===== src/design/sarseq_pkg.sv =====
// shared constants, types and helpers of the sar converter sequencer
package sarseq_pkg;
  localparam logic [15:0] ADDR_MODE = 16'hff80;
  localparam logic [15:0] ADDR_CHAN = 16'hff81;
  localparam logic [15:0] ADDR_RESULT = 16'hff18;
  localparam logic [7:0] MODE_RESET = 8'h00;
  localparam logic [7:0] CHAN_RESET = 8'h00;
  localparam logic [15:0] RESULT_RESET = 16'h0000;
  localparam int MODE_EN_BIT = 7;
  localparam int MODE_TRG_BIT = 6;
  localparam int MODE_TIME_HI = 5;
  localparam int MODE_TIME_LO = 3;
  localparam int MODE_EDGE_HI = 2;
  localparam int MODE_EDGE_LO = 1;
  localparam int CHAN_W = 3;
  localparam int SAR_W = 10;
  localparam int RES_PAD = 6;
  localparam logic [3:0] SAR_MSB = 4'h9;
  localparam logic [3:0] SAR_LSB = 4'h0;
  localparam logic [SAR_W-1:0] SAR_ONE = 10'h001;
  localparam logic [1:0] EDGE_FALL = 2'h1;
  localparam logic [1:0] EDGE_RISE = 2'h2;
  localparam logic [1:0] EDGE_BOTH = 2'h3;
  localparam logic [2:0] TIME_144 = 3'h0;
  localparam logic [2:0] TIME_120 = 3'h1;
  localparam logic [2:0] TIME_96 = 3'h2;
  localparam logic [2:0] TIME_72 = 3'h4;
  localparam logic [2:0] TIME_60 = 3'h5;
  localparam logic [2:0] TIME_48 = 3'h6;
  localparam logic [7:0] CYC_144 = 8'h90;
  localparam logic [7:0] CYC_120 = 8'h78;
  localparam logic [7:0] CYC_96 = 8'h60;
  localparam logic [7:0] CYC_72 = 8'h48;
  localparam logic [7:0] CYC_60 = 8'h3c;
  localparam logic [7:0] CYC_48 = 8'h30;
  // ten bit slots plus two slots of sampling, a sixth of the total
  localparam logic [7:0] PHASE_SLOTS = 8'h0c;
  localparam logic [7:0] BIT_PHASES = 8'h0a;

  typedef enum logic [1:0] {
    ST_IDLE = 2'b00,
    ST_SAMPLE = 2'b01,
    ST_CONVERT = 2'b11,
    ST_WAIT = 2'b10
  } sarseq_state_e;

  // prohibited codes fall back to the slowest, safest setting
  function automatic logic [7:0] conv_cycles(input logic [2:0] code);
    case (code)
      TIME_120: conv_cycles = CYC_120;
      TIME_96: conv_cycles = CYC_96;
      TIME_72: conv_cycles = CYC_72;
      TIME_60: conv_cycles = CYC_60;
      TIME_48: conv_cycles = CYC_48;
      default: conv_cycles = CYC_144;
    endcase
  endfunction

  function automatic logic [7:0] bit_cycles(input logic [2:0] code);
    bit_cycles = conv_cycles(code) / PHASE_SLOTS;
  endfunction

  function automatic logic [7:0] sample_cycles(input logic [2:0] code);
    sample_cycles = 8'(conv_cycles(code) - BIT_PHASES * bit_cycles(code));
  endfunction
endpackage


===== src/design/sarseq_trig_edge.sv =====
// external trigger synchroniser and valid edge detector
`timescale 1ns/1ps
`default_nettype none
module sarseq_trig_edge
  import sarseq_pkg::*;
(
  input wire logic mclk_i,
  input wire logic reset_n_i,
  input wire logic trig_pin_i,
  input wire logic [1:0] edge_sel_i,
  output logic edge_o
);
  logic sync1_ff;
  logic sync2_ff;
  logic sync3_ff;
  logic level_ff;
  logic change;

  always_ff @(posedge mclk_i or negedge reset_n_i)
  begin
    if (!reset_n_i)
    begin
      sync1_ff <= 1'b0;
      sync2_ff <= 1'b0;
      sync3_ff <= 1'b0;
    end
    else
    begin
      sync1_ff <= trig_pin_i;
      sync2_ff <= sync1_ff;
      sync3_ff <= sync2_ff;
    end
  end

  // a level only counts once two stages agree, which filters one-cycle glitches
  assign change = (sync2_ff == sync3_ff) && (sync2_ff != level_ff);

  always_ff @(posedge mclk_i or negedge reset_n_i)
  begin
    if (!reset_n_i)
      level_ff <= 1'b0;
    else if (change)
      level_ff <= sync2_ff;
  end

  always_comb
  begin
    case (edge_sel_i)
      EDGE_FALL: edge_o = change && !sync2_ff;
      EDGE_RISE: edge_o = change && sync2_ff;
      EDGE_BOTH: edge_o = change;
      default: edge_o = 1'b0;
    endcase
  end
endmodule
`default_nettype wire


===== src/design/sarseq_phase_timer.sv =====
// down counter that times the sampling and bit decision phases
`timescale 1ns/1ps
`default_nettype none
module sarseq_phase_timer
  import sarseq_pkg::*;
(
  input wire logic mclk_i,
  input wire logic reset_n_i,
  input wire logic load_i,
  input wire logic [7:0] len_i,
  input wire logic stop_i,
  output logic expired_o
);
  logic [7:0] cnt_ff;
  logic run_ff;

  // expired stands in the last cycle of a phase of len_i cycles
  assign expired_o = run_ff && (cnt_ff == 8'h00);

  always_ff @(posedge mclk_i or negedge reset_n_i)
  begin
    if (!reset_n_i)
    begin
      cnt_ff <= 8'h00;
      run_ff <= 1'b0;
    end
    else if (load_i)
    begin
      cnt_ff <= 8'(len_i - 8'h01);
      run_ff <= 1'b1;
    end
    else if (stop_i || expired_o)
      run_ff <= 1'b0;
    else if (run_ff)
      cnt_ff <= 8'(cnt_ff - 8'h01);
  end
endmodule
`default_nettype wire


===== src/design/sarseq_top.sv =====
// sar converter sequencer: registers, start control and bit decisions
`timescale 1ns/1ps
`default_nettype none
module sarseq_top
  import sarseq_pkg::*;
(
  input wire logic mclk_i,
  input wire logic reset_n_i,
  input wire logic [15:0] cpu_addr_i,
  input wire logic [15:0] cpu_wdata_i,
  input wire logic cpu_wr_i,
  input wire logic cpu_rd_i,
  output logic [15:0] cpu_rdata_o,
  input wire logic external_conv_trigger_i,
  input wire logic comp_ge_i,
  output logic [SAR_W-1:0] tap_code_o,
  output logic [CHAN_W-1:0] analog_sel_o,
  output logic sample_hold_o,
  output logic busy_o,
  output logic conversion_end_irq_o
);
  logic [7:0] converter_mode_ff;
  logic [7:0] channel_select_ff;
  logic [15:0] conversion_result_ff;
  logic [15:0] rdata_ff;
  logic [SAR_W-1:0] approximation_register_ff;
  logic [3:0] bit_idx_ff;
  logic irq_ff;
  sarseq_state_e state_ff;
  sarseq_state_e nxt_state;

  logic mode_wr;
  logic chan_wr;
  logic reg_wr;
  logic [7:0] mode_now;
  logic en_now;
  logic trg_now;
  logic [2:0] time_now;
  logic trig_edge;
  logic expired;
  logic bit_done;
  logic last_bit;
  logic [SAR_W-1:0] cur_bit;
  logic [SAR_W-1:0] decided;
  logic load_timer;
  logic stop_timer;
  logic [7:0] load_len;

  assign mode_wr = cpu_wr_i && (cpu_addr_i == ADDR_MODE);
  assign chan_wr = cpu_wr_i && (cpu_addr_i == ADDR_CHAN);
  assign reg_wr = mode_wr || chan_wr;

  // the value the mode register holds after this cycle's write, if any
  always_comb
  begin
    mode_now = converter_mode_ff;
    if (mode_wr)
      mode_now = {cpu_wdata_i[7:1], 1'b0};
  end

  assign en_now = mode_now[MODE_EN_BIT];
  assign trg_now = mode_now[MODE_TRG_BIT];
  assign time_now = mode_now[MODE_TIME_HI:MODE_TIME_LO];

  always_ff @(posedge mclk_i or negedge reset_n_i)
  begin
    if (!reset_n_i)
      converter_mode_ff <= MODE_RESET;
    else
      converter_mode_ff <= mode_now;
  end

  always_ff @(posedge mclk_i or negedge reset_n_i)
  begin
    if (!reset_n_i)
      channel_select_ff <= CHAN_RESET;
    else if (chan_wr)
      channel_select_ff <= {5'h00, cpu_wdata_i[CHAN_W-1:0]};
  end

  // waiting keeps no channel copy, so a write while waiting is used next time
  assign analog_sel_o = channel_select_ff[CHAN_W-1:0];

  // edges only count while waiting, so a running conversion ignores them
  sarseq_trig_edge u_trig_edge (
    .mclk_i(mclk_i),
    .reset_n_i(reset_n_i),
    .trig_pin_i(external_conv_trigger_i),
    .edge_sel_i(converter_mode_ff[MODE_EDGE_HI:MODE_EDGE_LO]),
    .edge_o(trig_edge)
  );

  sarseq_phase_timer u_phase_timer (
    .mclk_i(mclk_i),
    .reset_n_i(reset_n_i),
    .load_i(load_timer),
    .len_i(load_len),
    .stop_i(stop_timer),
    .expired_o(expired)
  );

  assign bit_done = (state_ff == ST_CONVERT) && expired;
  assign last_bit = bit_done && (bit_idx_ff == SAR_LSB);
  assign cur_bit = SAR_ONE << bit_idx_ff;
  // keep the trial bit only when the input is at or above the tap
  assign decided = comp_ge_i ? approximation_register_ff
                             : (approximation_register_ff & ~cur_bit);

  always_comb
  begin
    nxt_state = state_ff;
    if (reg_wr)
    begin
      if (!en_now)
        nxt_state = ST_IDLE;
      else if (trg_now)
        nxt_state = ST_WAIT;
      else
        nxt_state = ST_SAMPLE;
    end
    else
    begin
      case (state_ff)
        ST_WAIT:
          if (trig_edge)
            nxt_state = ST_SAMPLE;
        ST_SAMPLE:
          if (expired)
            nxt_state = ST_CONVERT;
        ST_CONVERT:
          if (last_bit)
            nxt_state = trg_now ? ST_WAIT : ST_SAMPLE;
        default:
          nxt_state = state_ff;
      endcase
    end
  end

  always_ff @(posedge mclk_i or negedge reset_n_i)
  begin
    if (!reset_n_i)
      state_ff <= ST_IDLE;
    else
      state_ff <= nxt_state;
  end

  // phase lengths follow the time code; software keeps it still while running
  always_comb
  begin
    load_timer = 1'b0;
    load_len = bit_cycles(time_now);
    if (nxt_state == ST_SAMPLE && (state_ff != ST_SAMPLE || reg_wr))
    begin
      load_timer = 1'b1;
      load_len = sample_cycles(time_now);
    end
    else if (nxt_state == ST_CONVERT && (state_ff == ST_SAMPLE || bit_done))
      load_timer = 1'b1;
  end

  assign stop_timer = (nxt_state == ST_IDLE) || (nxt_state == ST_WAIT);

  always_ff @(posedge mclk_i or negedge reset_n_i)
  begin
    if (!reset_n_i)
    begin
      approximation_register_ff <= '0;
      bit_idx_ff <= SAR_MSB;
    end
    else if (state_ff == ST_SAMPLE && nxt_state == ST_CONVERT)
    begin
      approximation_register_ff <= SAR_ONE << SAR_MSB;
      bit_idx_ff <= SAR_MSB;
    end
    else if (bit_done && !last_bit && !reg_wr)
    begin
      approximation_register_ff <= decided | (cur_bit >> 1);
      bit_idx_ff <= 4'(bit_idx_ff - 4'h1);
    end
  end

  // the trial value is the tap code; each step halves the remaining range
  assign tap_code_o = approximation_register_ff;

  // a register write in the same cycle wins and the result is dropped
  always_ff @(posedge mclk_i or negedge reset_n_i)
  begin
    if (!reset_n_i)
    begin
      conversion_result_ff <= RESULT_RESET;
      irq_ff <= 1'b0;
    end
    else
    begin
      irq_ff <= last_bit && !reg_wr;
      if (last_bit && !reg_wr)
        conversion_result_ff <= {decided, {RES_PAD{1'b0}}};
    end
  end

  assign conversion_end_irq_o = irq_ff;
  assign sample_hold_o = (state_ff == ST_SAMPLE);
  assign busy_o = (state_ff == ST_SAMPLE) || (state_ff == ST_CONVERT);

  // read data is registered; a read beside a result write returns the old one
  always_ff @(posedge mclk_i or negedge reset_n_i)
  begin
    if (!reset_n_i)
      rdata_ff <= 16'h0000;
    else if (cpu_rd_i)
    begin
      case (cpu_addr_i)
        ADDR_MODE: rdata_ff <= {8'h00, converter_mode_ff};
        ADDR_CHAN: rdata_ff <= {8'h00, channel_select_ff};
        ADDR_RESULT: rdata_ff <= conversion_result_ff;
        default: rdata_ff <= 16'h0000;
      endcase
    end
  end

  assign cpu_rdata_o = rdata_ff;
endmodule
`default_nettype wire


===== config.mk =====
export PLATFORM = sky130hd
export DESIGN_NAME = sarseq_top
export DESIGN_NICKNAME = d
export VERILOG_FILES = /design/src/design/sarseq_pkg.sv /design/src/design/sarseq_trig_edge.sv /design/src/design/sarseq_phase_timer.sv /design/src/design/sarseq_top.sv
export SDC_FILE = /design/constraint.sdc
export NUM_CORES = 1
export LEC_CHECK = 0
export ABC_AREA = 1
export ABC_CLOCK_PERIOD_IN_PS = 4900
export BUFFER_PORTS_ARGS = -buffer_cell sky130_fd_sc_hd__buf_2
export CAP_MARGIN = 20
export CORE_MARGIN = 10
export CORE_UTILIZATION = 45
export DETAILED_ROUTE_END_ITERATION = 8
export MAX_ROUTING_LAYER = met4
export PLACE_DENSITY_LB_ADDON = 0.1
export SYNTH_ARGS = -nofsm -noshare
export SYNTH_HDL_FRONTEND = slang
export SYNTH_SLANG_ARGS = --single-unit

===== constraint.sdc =====
create_clock -name mclk_i -period 4.9 [get_ports mclk_i]
set_input_delay 0.49 -clock mclk_i [delete_from_list [all_inputs] [get_ports mclk_i]]
set_output_delay 0.49 -clock mclk_i [all_outputs]
set_load 0.01 [all_outputs]

==> impl_metrics.yaml, run 1 <==
outcome:
  outcome: "finished, final reports clean"
pwr:
  comb_power_share_pct: 24.3
  power_density_nw_per_um2: 240
  pwr-share-clk_pct: 31.6
  swShare_pct: 33.8
  max-vdd-ir-drop_v: 0.000211
  seq_power_share_pct: 44.1
  cellLeakagePower_nw: 2.95
  intPower_w: 0.000902
  p_switching_w: 0.000461
worst_setup_path:
  slowest_stage: "fa_1"
  path_buf_inv: 4
  cpPeakStageDelay_ns: 0.47
  cp_max_fo: 6
  worstPathRequired_ns: 5.19
  setup.worst_path.class: "input pin to flip-flop"
  reg2reg_setup_slack_ns: 0.49
  startpoint_type: "input pin"
  r2r-end: "u_phase_timer.cnt_ff[7]"
  critPathMostFrequentCell: "ha_4"
  reg2reg_depth: 29
  worstReg2RegStart: "converter_mode_ff[4]"
  critical_path_arrival_ns: 4.96
  cp_top_family: "simple AND/OR/NAND/NOR gates"
  end_kind: "flip-flop"
cells_and_area:
  final_area_um2: 5670
  drive_gt1_share_pct: 33.3
  syn_to_final_growth_pct: 30.1
  instances_no_fill: 796
  mostFrequentLayoutCell: "nand2_1"
  diodes: 0
  utilization_pct: 60.8
  fin_nets: 726
  final.fill_count: 828
  layout_common_cells: "126 x nand2_1, 66 x inv_1, 64 x dfrtp_1"
yosys:
  syn-instance-count: 545
  yosysWarnings: 0
  syn_avg_cell_area_um2: 7.99
  synth-main-ff-cell: "dfrtp_1"
  synth.ff_latch_count: 66
  syn_area_um2: 4360
  syn_nets: 609
  yosysSeqAreaShare_pct: 38.0
  async_flop_share_pct: 100
  synth_edf_count: 0
  synth.distinct_cells: 54
placement:
  dp_cells: 770
  gp_congestion: 0.870
  port_buffers: 61
  hpwlAfterDp_um: 8100
  dpl-instance-area_um2: 5230
cts:
  path_clk_slew_ns: 0.08
  worstSkewPairLatency_ns: 0.34
  cts_buffers: 9
  htree_levels: 3
  cts_root_buf: "clkbuf_8"
  cts.sinks: 66
  ctsHoldBuffers: 0
  ctsLongestPathBuffers: 2
  cts_tree: "yes"
timing:
  relSlewSlack_pct: 44.0
  slew_violations: 0
  fin_crit_ns: 4.67
  min_period_over_period_pct: 95.4
  setup_viol: 0
  fmax_ghz: 0.214
  fin_skew_ns: 0.0108
  tightest_slew_ns: 0.841
  finalHoldViolCount: 0
  rsz0062_at_grt: "yes"
detailed_routing:
  via_per_inst: 4.96
  drc: 0
  drt-initial-drc-count: 193
  post_drt_wl_per_cell_um: 13.6
  ant_nets: 0
  wl_um: 10800
  vias: 3949
  dr.pass1.iters: 4
floorplan:
  die_w_um: 118
  placementRows: 35
  initial_core_util_pct: 46.7
  die_area_um2: 14000
  die_y_um: 118
  ios: 70
  coreArea_um2: 9330
grt:
  grt_usage_pct: 15.3
  grt_max_degree: 67
  antenna_found_initial: 0
  first_global_vias: 3697
  grt_pass1_wl_um: 17700
  grt-ovfl-total: 0
worst_hold_path:
  hold_path_depth: 1
  min_to: "u_trig_edge.sync1_ff"
  hp-start: "external_conv_trigger_i"
  min_path_type: "input pin to flip-flop"
job:
  cap_violations: 0
## logic make-up after synthesis
group | count (synthesis) | share of synthesized area [%]
muxes | 1 | 0.258
other | 1 | 0.0861
and+or+nand+nor | 266 | 32.0
buffers and inverters | 86 | 7.61
AOI/OAI and AO/OA | 92 | 12.8
xor gates and xnor gates | 7 | 1.41
DFF | 66 | 38.0
adders and majority gates | 26 | 7.81
## repair_timing
action                                 in CTS  in global routing
setup buffers                               0                 10
endpoints found under the hold margin       0                  0
setup endpoints to repair                   0                  3
resized for setup                           0                 43
## power by group through the flow
stage | Combinational (W) | Sequential (W) | Clock [W]
floorplan | 0.000224 | 0.000605 | 0
global placement | 0.000302 | 0.000610 | 0
detailed placement | 0.000309 | 0.000611 | 0
CTS | 0.000310 | 0.000600 | 0.000443
global route | 0.000378 | 0.000605 | 0.000468
finish | 0.000331 | 0.000601 | 0.000431
## per-stage QoR
step                worst slack, ns  setup TNS (ns)  total power, W  hold slack, ns
floorplan                   0.00664               0        0.000830           0.194
global placement             -0.201          -0.265        0.000913           0.355
detailed placement           -0.221          -0.267        0.000919           0.354
CTS                           0.111               0         0.00135           0.244
global route                 -0.148          -0.213         0.00145           0.231
finish                        0.226               0         0.00136           0.257
## Yosys cell counts (all sizes together), types with 4 or more instances
cell type,count,share of area [%]
a211oi,8,1.4
nand3,47,7.3
clkbuf,9,0.78
inv,75,6.5
dfrtp,64,37
a21oi,19,2.7
ha,24,6.9
nand2,154,15
nor2,37,4.4
nand4,16,3.1
o31ai,4,0.69
xor2,5,1.0
o21ai,46,5.5
## registers in the layout, summed over array words and instances (netlist names), 2 cells and up
register              cells
cpu_rdata_o              16
converter_mode_ff         7
conversion_result_ff     10
channel_select_ff         3
u_phase_timer.cnt_ff      8
bit_idx_ff                4
state_ff                  2
tap_code_o               10
## routing by layer
metal | global-route usage [%] | up-vias | wire length, um
met5 | - | - | 0
met4 | 4.35 | 0 | 59
met3 | 3.66 | 6 | 515
met2 | 21.9 | 95 | 4780
met1 | 20.9 | 1813 | 5440
li1 | - | 2035 | -
## layout make-up
class                           count  area, um2  area share, %
Multi-Input combinational cell    393       2580           45.6
Clock buffer                       10        138           2.43
Inverter                           75        284           5.01
Clock inverter                      6       48.8          0.861
Sequential cell                    66       1650           29.2
Tap cell                          129        161           2.85
Timing Repair Buffer              117        798           14.1
## worst max path at each step
stage / slack [ns] / to / startpoint / cells after the start
floorplan: 0.007 / u_phase_timer.cnt_ff[7] / cpu_addr_i[7] / 35
global placement: -0.20 / u_phase_timer.cnt_ff[7] / cpu_addr_i[7] / 36
detailed placement: -0.22 / u_phase_timer.cnt_ff[7] / cpu_addr_i[7] / 34
CTS: 0.11 / u_phase_timer.cnt_ff[7] / cpu_addr_i[7] / 36
global route: -0.15 / u_phase_timer.cnt_ff[7] / cpu_addr_i[7] / 33
finish: 0.23 / u_phase_timer.cnt_ff[7] / cpu_addr_i[2] / 32
(Power assumes the default switching activity.)
==> run 2, diff against run 1 <==
BUFFER_PORTS_ARGS = not set   (was -buffer_cell sky130_fd_sc_hd__buf_2)
DONT_BUFFER_PORTS = 1   (was not set)
==> impl_metrics.yaml, run 2 (same netlist as run 1, synthesis figures left out) <==
outcome:
  outcome: "finished, final reports clean"
cells_and_area:
  final_area_um2: 5280
  layout_common_cells: "125 x nand2_1, 68 x inv_1, 64 x dfrtp_1"
  final.fill_count: 848
  largest_register_ffs: 16
  syn_to_final_growth_pct: 21.1
  diodes: 0
  fin_nets: 654
  mostFrequentLayoutCell: "nand2_1"
  drive_gt1_share_pct: 24.7
pwr:
  power_density_nw_per_um2: 272
  max-vdd-ir-drop_v: 0.000198
  finalPower_w: 0.00143
  cellLeakagePower_nw: 2.61
grt:
  grt_max_degree: 67
  grt-ovfl-total: 0
  grt_pass1_wl_um: 17400
  grt_usage_pct: 15.0
  first_global_vias: 3482
  antenna_found_initial: 0
worst_setup_path:
  cp_max_fo: 6
  startpoint_type: "input pin"
  setup.worst_path.class: "input pin to flip-flop"
  cp_top_family: "simple AND/OR/NAND/NOR gates"
  path_depth: 33
  end_kind: "flip-flop"
  slowest_stage: "fa_1"
  critical_path_arrival_ns: 4.90
  path_buf_inv: 5
  reg2reg_depth: 29
  worstPathRequired_ns: 5.13
  cpPeakStageDelay_ns: 0.57
cts:
  cts_buffers: 9
  cts_tree: "yes"
  cts_root_buf: "clkbuf_8"
  worstSkewPairLatency_ns: 0.34
  htree_levels: 3
  ctsLongestPathBuffers: 2
  path_clk_slew_ns: 0.08
  cts.sinks: 66
timing:
  setup_viol: 0
  fin_crit_ns: 4.67
  finalHoldViolCount: 0
  slew_violations: 0
  tightest_slew_ns: 0.563
  min_period_over_period_pct: 95.2
  fin_skew_ns: 0.0111
  hold_ws_ns: 0.00266
  fmax_ghz: 0.214
  relSlewSlack_pct: 62.1
detailed_routing:
  ant_nets: 0
  via_per_inst: 5.06
  drc: 0
  vias: 3661
  drt-initial-drc-count: 175
  wl_um: 10500
  dr.pass1.iters: 4
  post_drt_wl_per_cell_um: 14.5
placement:
  port_buffers: 0
  dpl-instance-area_um2: 4850
  gp_congestion: 0.850
  hpwlAfterDp_um: 7920
job:
  cap_violations: 0
floorplan:
  die_y_um: 118
  ios: 70
  coreArea_um2: 9330
  initial_core_util_pct: 46.7
  placementRows: 35
  die_area_um2: 14000
  die_w_um: 118
worst_hold_path:
  min_path_type: "input pin to asynchronous set/reset pin"
run 2: changes by cell type in the layout (fill, tap and decap cells not counted), moves of 2 or more:
cell / delta
buf_2: -52
clkinvlp_4: -3
nand3_2: -2
buf_6: -10
inv_2: -2
inv_1: +2
bufinv_16: +2
buf_4: -10
run 2: cell type report:
cell class	count	area, um2	area share, %
Clock buffer	10	138	2.61
Inverter	75	284	5.38
Sequential cell	66	1650	31.3
Tap cell	129	161	3.06
Multi-Input combinational cell	393	2580	49.0
Clock inverter	6	97.6	1.85
Timing Repair Buffer	45	358	6.78
run 2: path summary, 6_finish.rpt:
path,start,endpoint,slack (ns)
min in group mclk_i,external_conv_trigger_i,u_trig_edge.sync1_ff,0.17
worst min-delay path,reset_n_i,cpu_rdata_o[3],0.003
worst max-delay path,cpu_addr_i[1],u_phase_timer.cnt_ff[7],0.23
max in group asynchronous,reset_n_i,bit_idx_ff[0],4.56
worst max register to register,converter_mode_ff[3],u_phase_timer.cnt_ff[7],0.40
worst min register to register,u_trig_edge.sync1_ff,u_trig_edge.sync2_ff,0.39
run 2: power by group:
| group | switching [W] | internal (W) |
|---|---|---|
| sequential | 0.0000261 | 0.000576 |
| combinational | 0.000188 | 0.000108 |
| clock | 0.000229 | 0.000307 |
| total | 0.000443 | 0.000991 |
run 2: per-layer routing:
metal / share of wire, % / vias up / wire length, um / GRT usage, %
met5: 0 / - / 0 / -
met4: 0.51 / 0 / 53 / 3.44
met3: 7.3 / 4 / 770 / 5.05
met2: 44 / 85 / 4650 / 21.8
met1: 48 / 1690 / 5010 / 19.9
li1: - / 1882 / - / -
run 2: stage by stage:
stage / TNS, ns / utilization, % / cells / setup slack, ns
after floorplan: 0 / - / 545 / 0.00664
after global placement: -0.111 / 52.0 / 700 / -0.111
after detailed placement: -0.272 / 52.0 / 700 / -0.197
after CTS: 0 / 54.8 / 717 / 0.146
after global routing: -0.0442 / 56.6 / 724 / -0.0442
final: 0 / 56.6 / 724 / 0.235
run 2: what timing repair did:
| item | CTS | global route |
|---|---|---|
| buffers inserted | 0 | 7 |
| gates resized for setup | 0 | 26 |
| endpoints found under the hold margin | 66 | 0 |
| hold buffers | 1 | 0 |
| setup endpoints to repair | 0 | 3 |
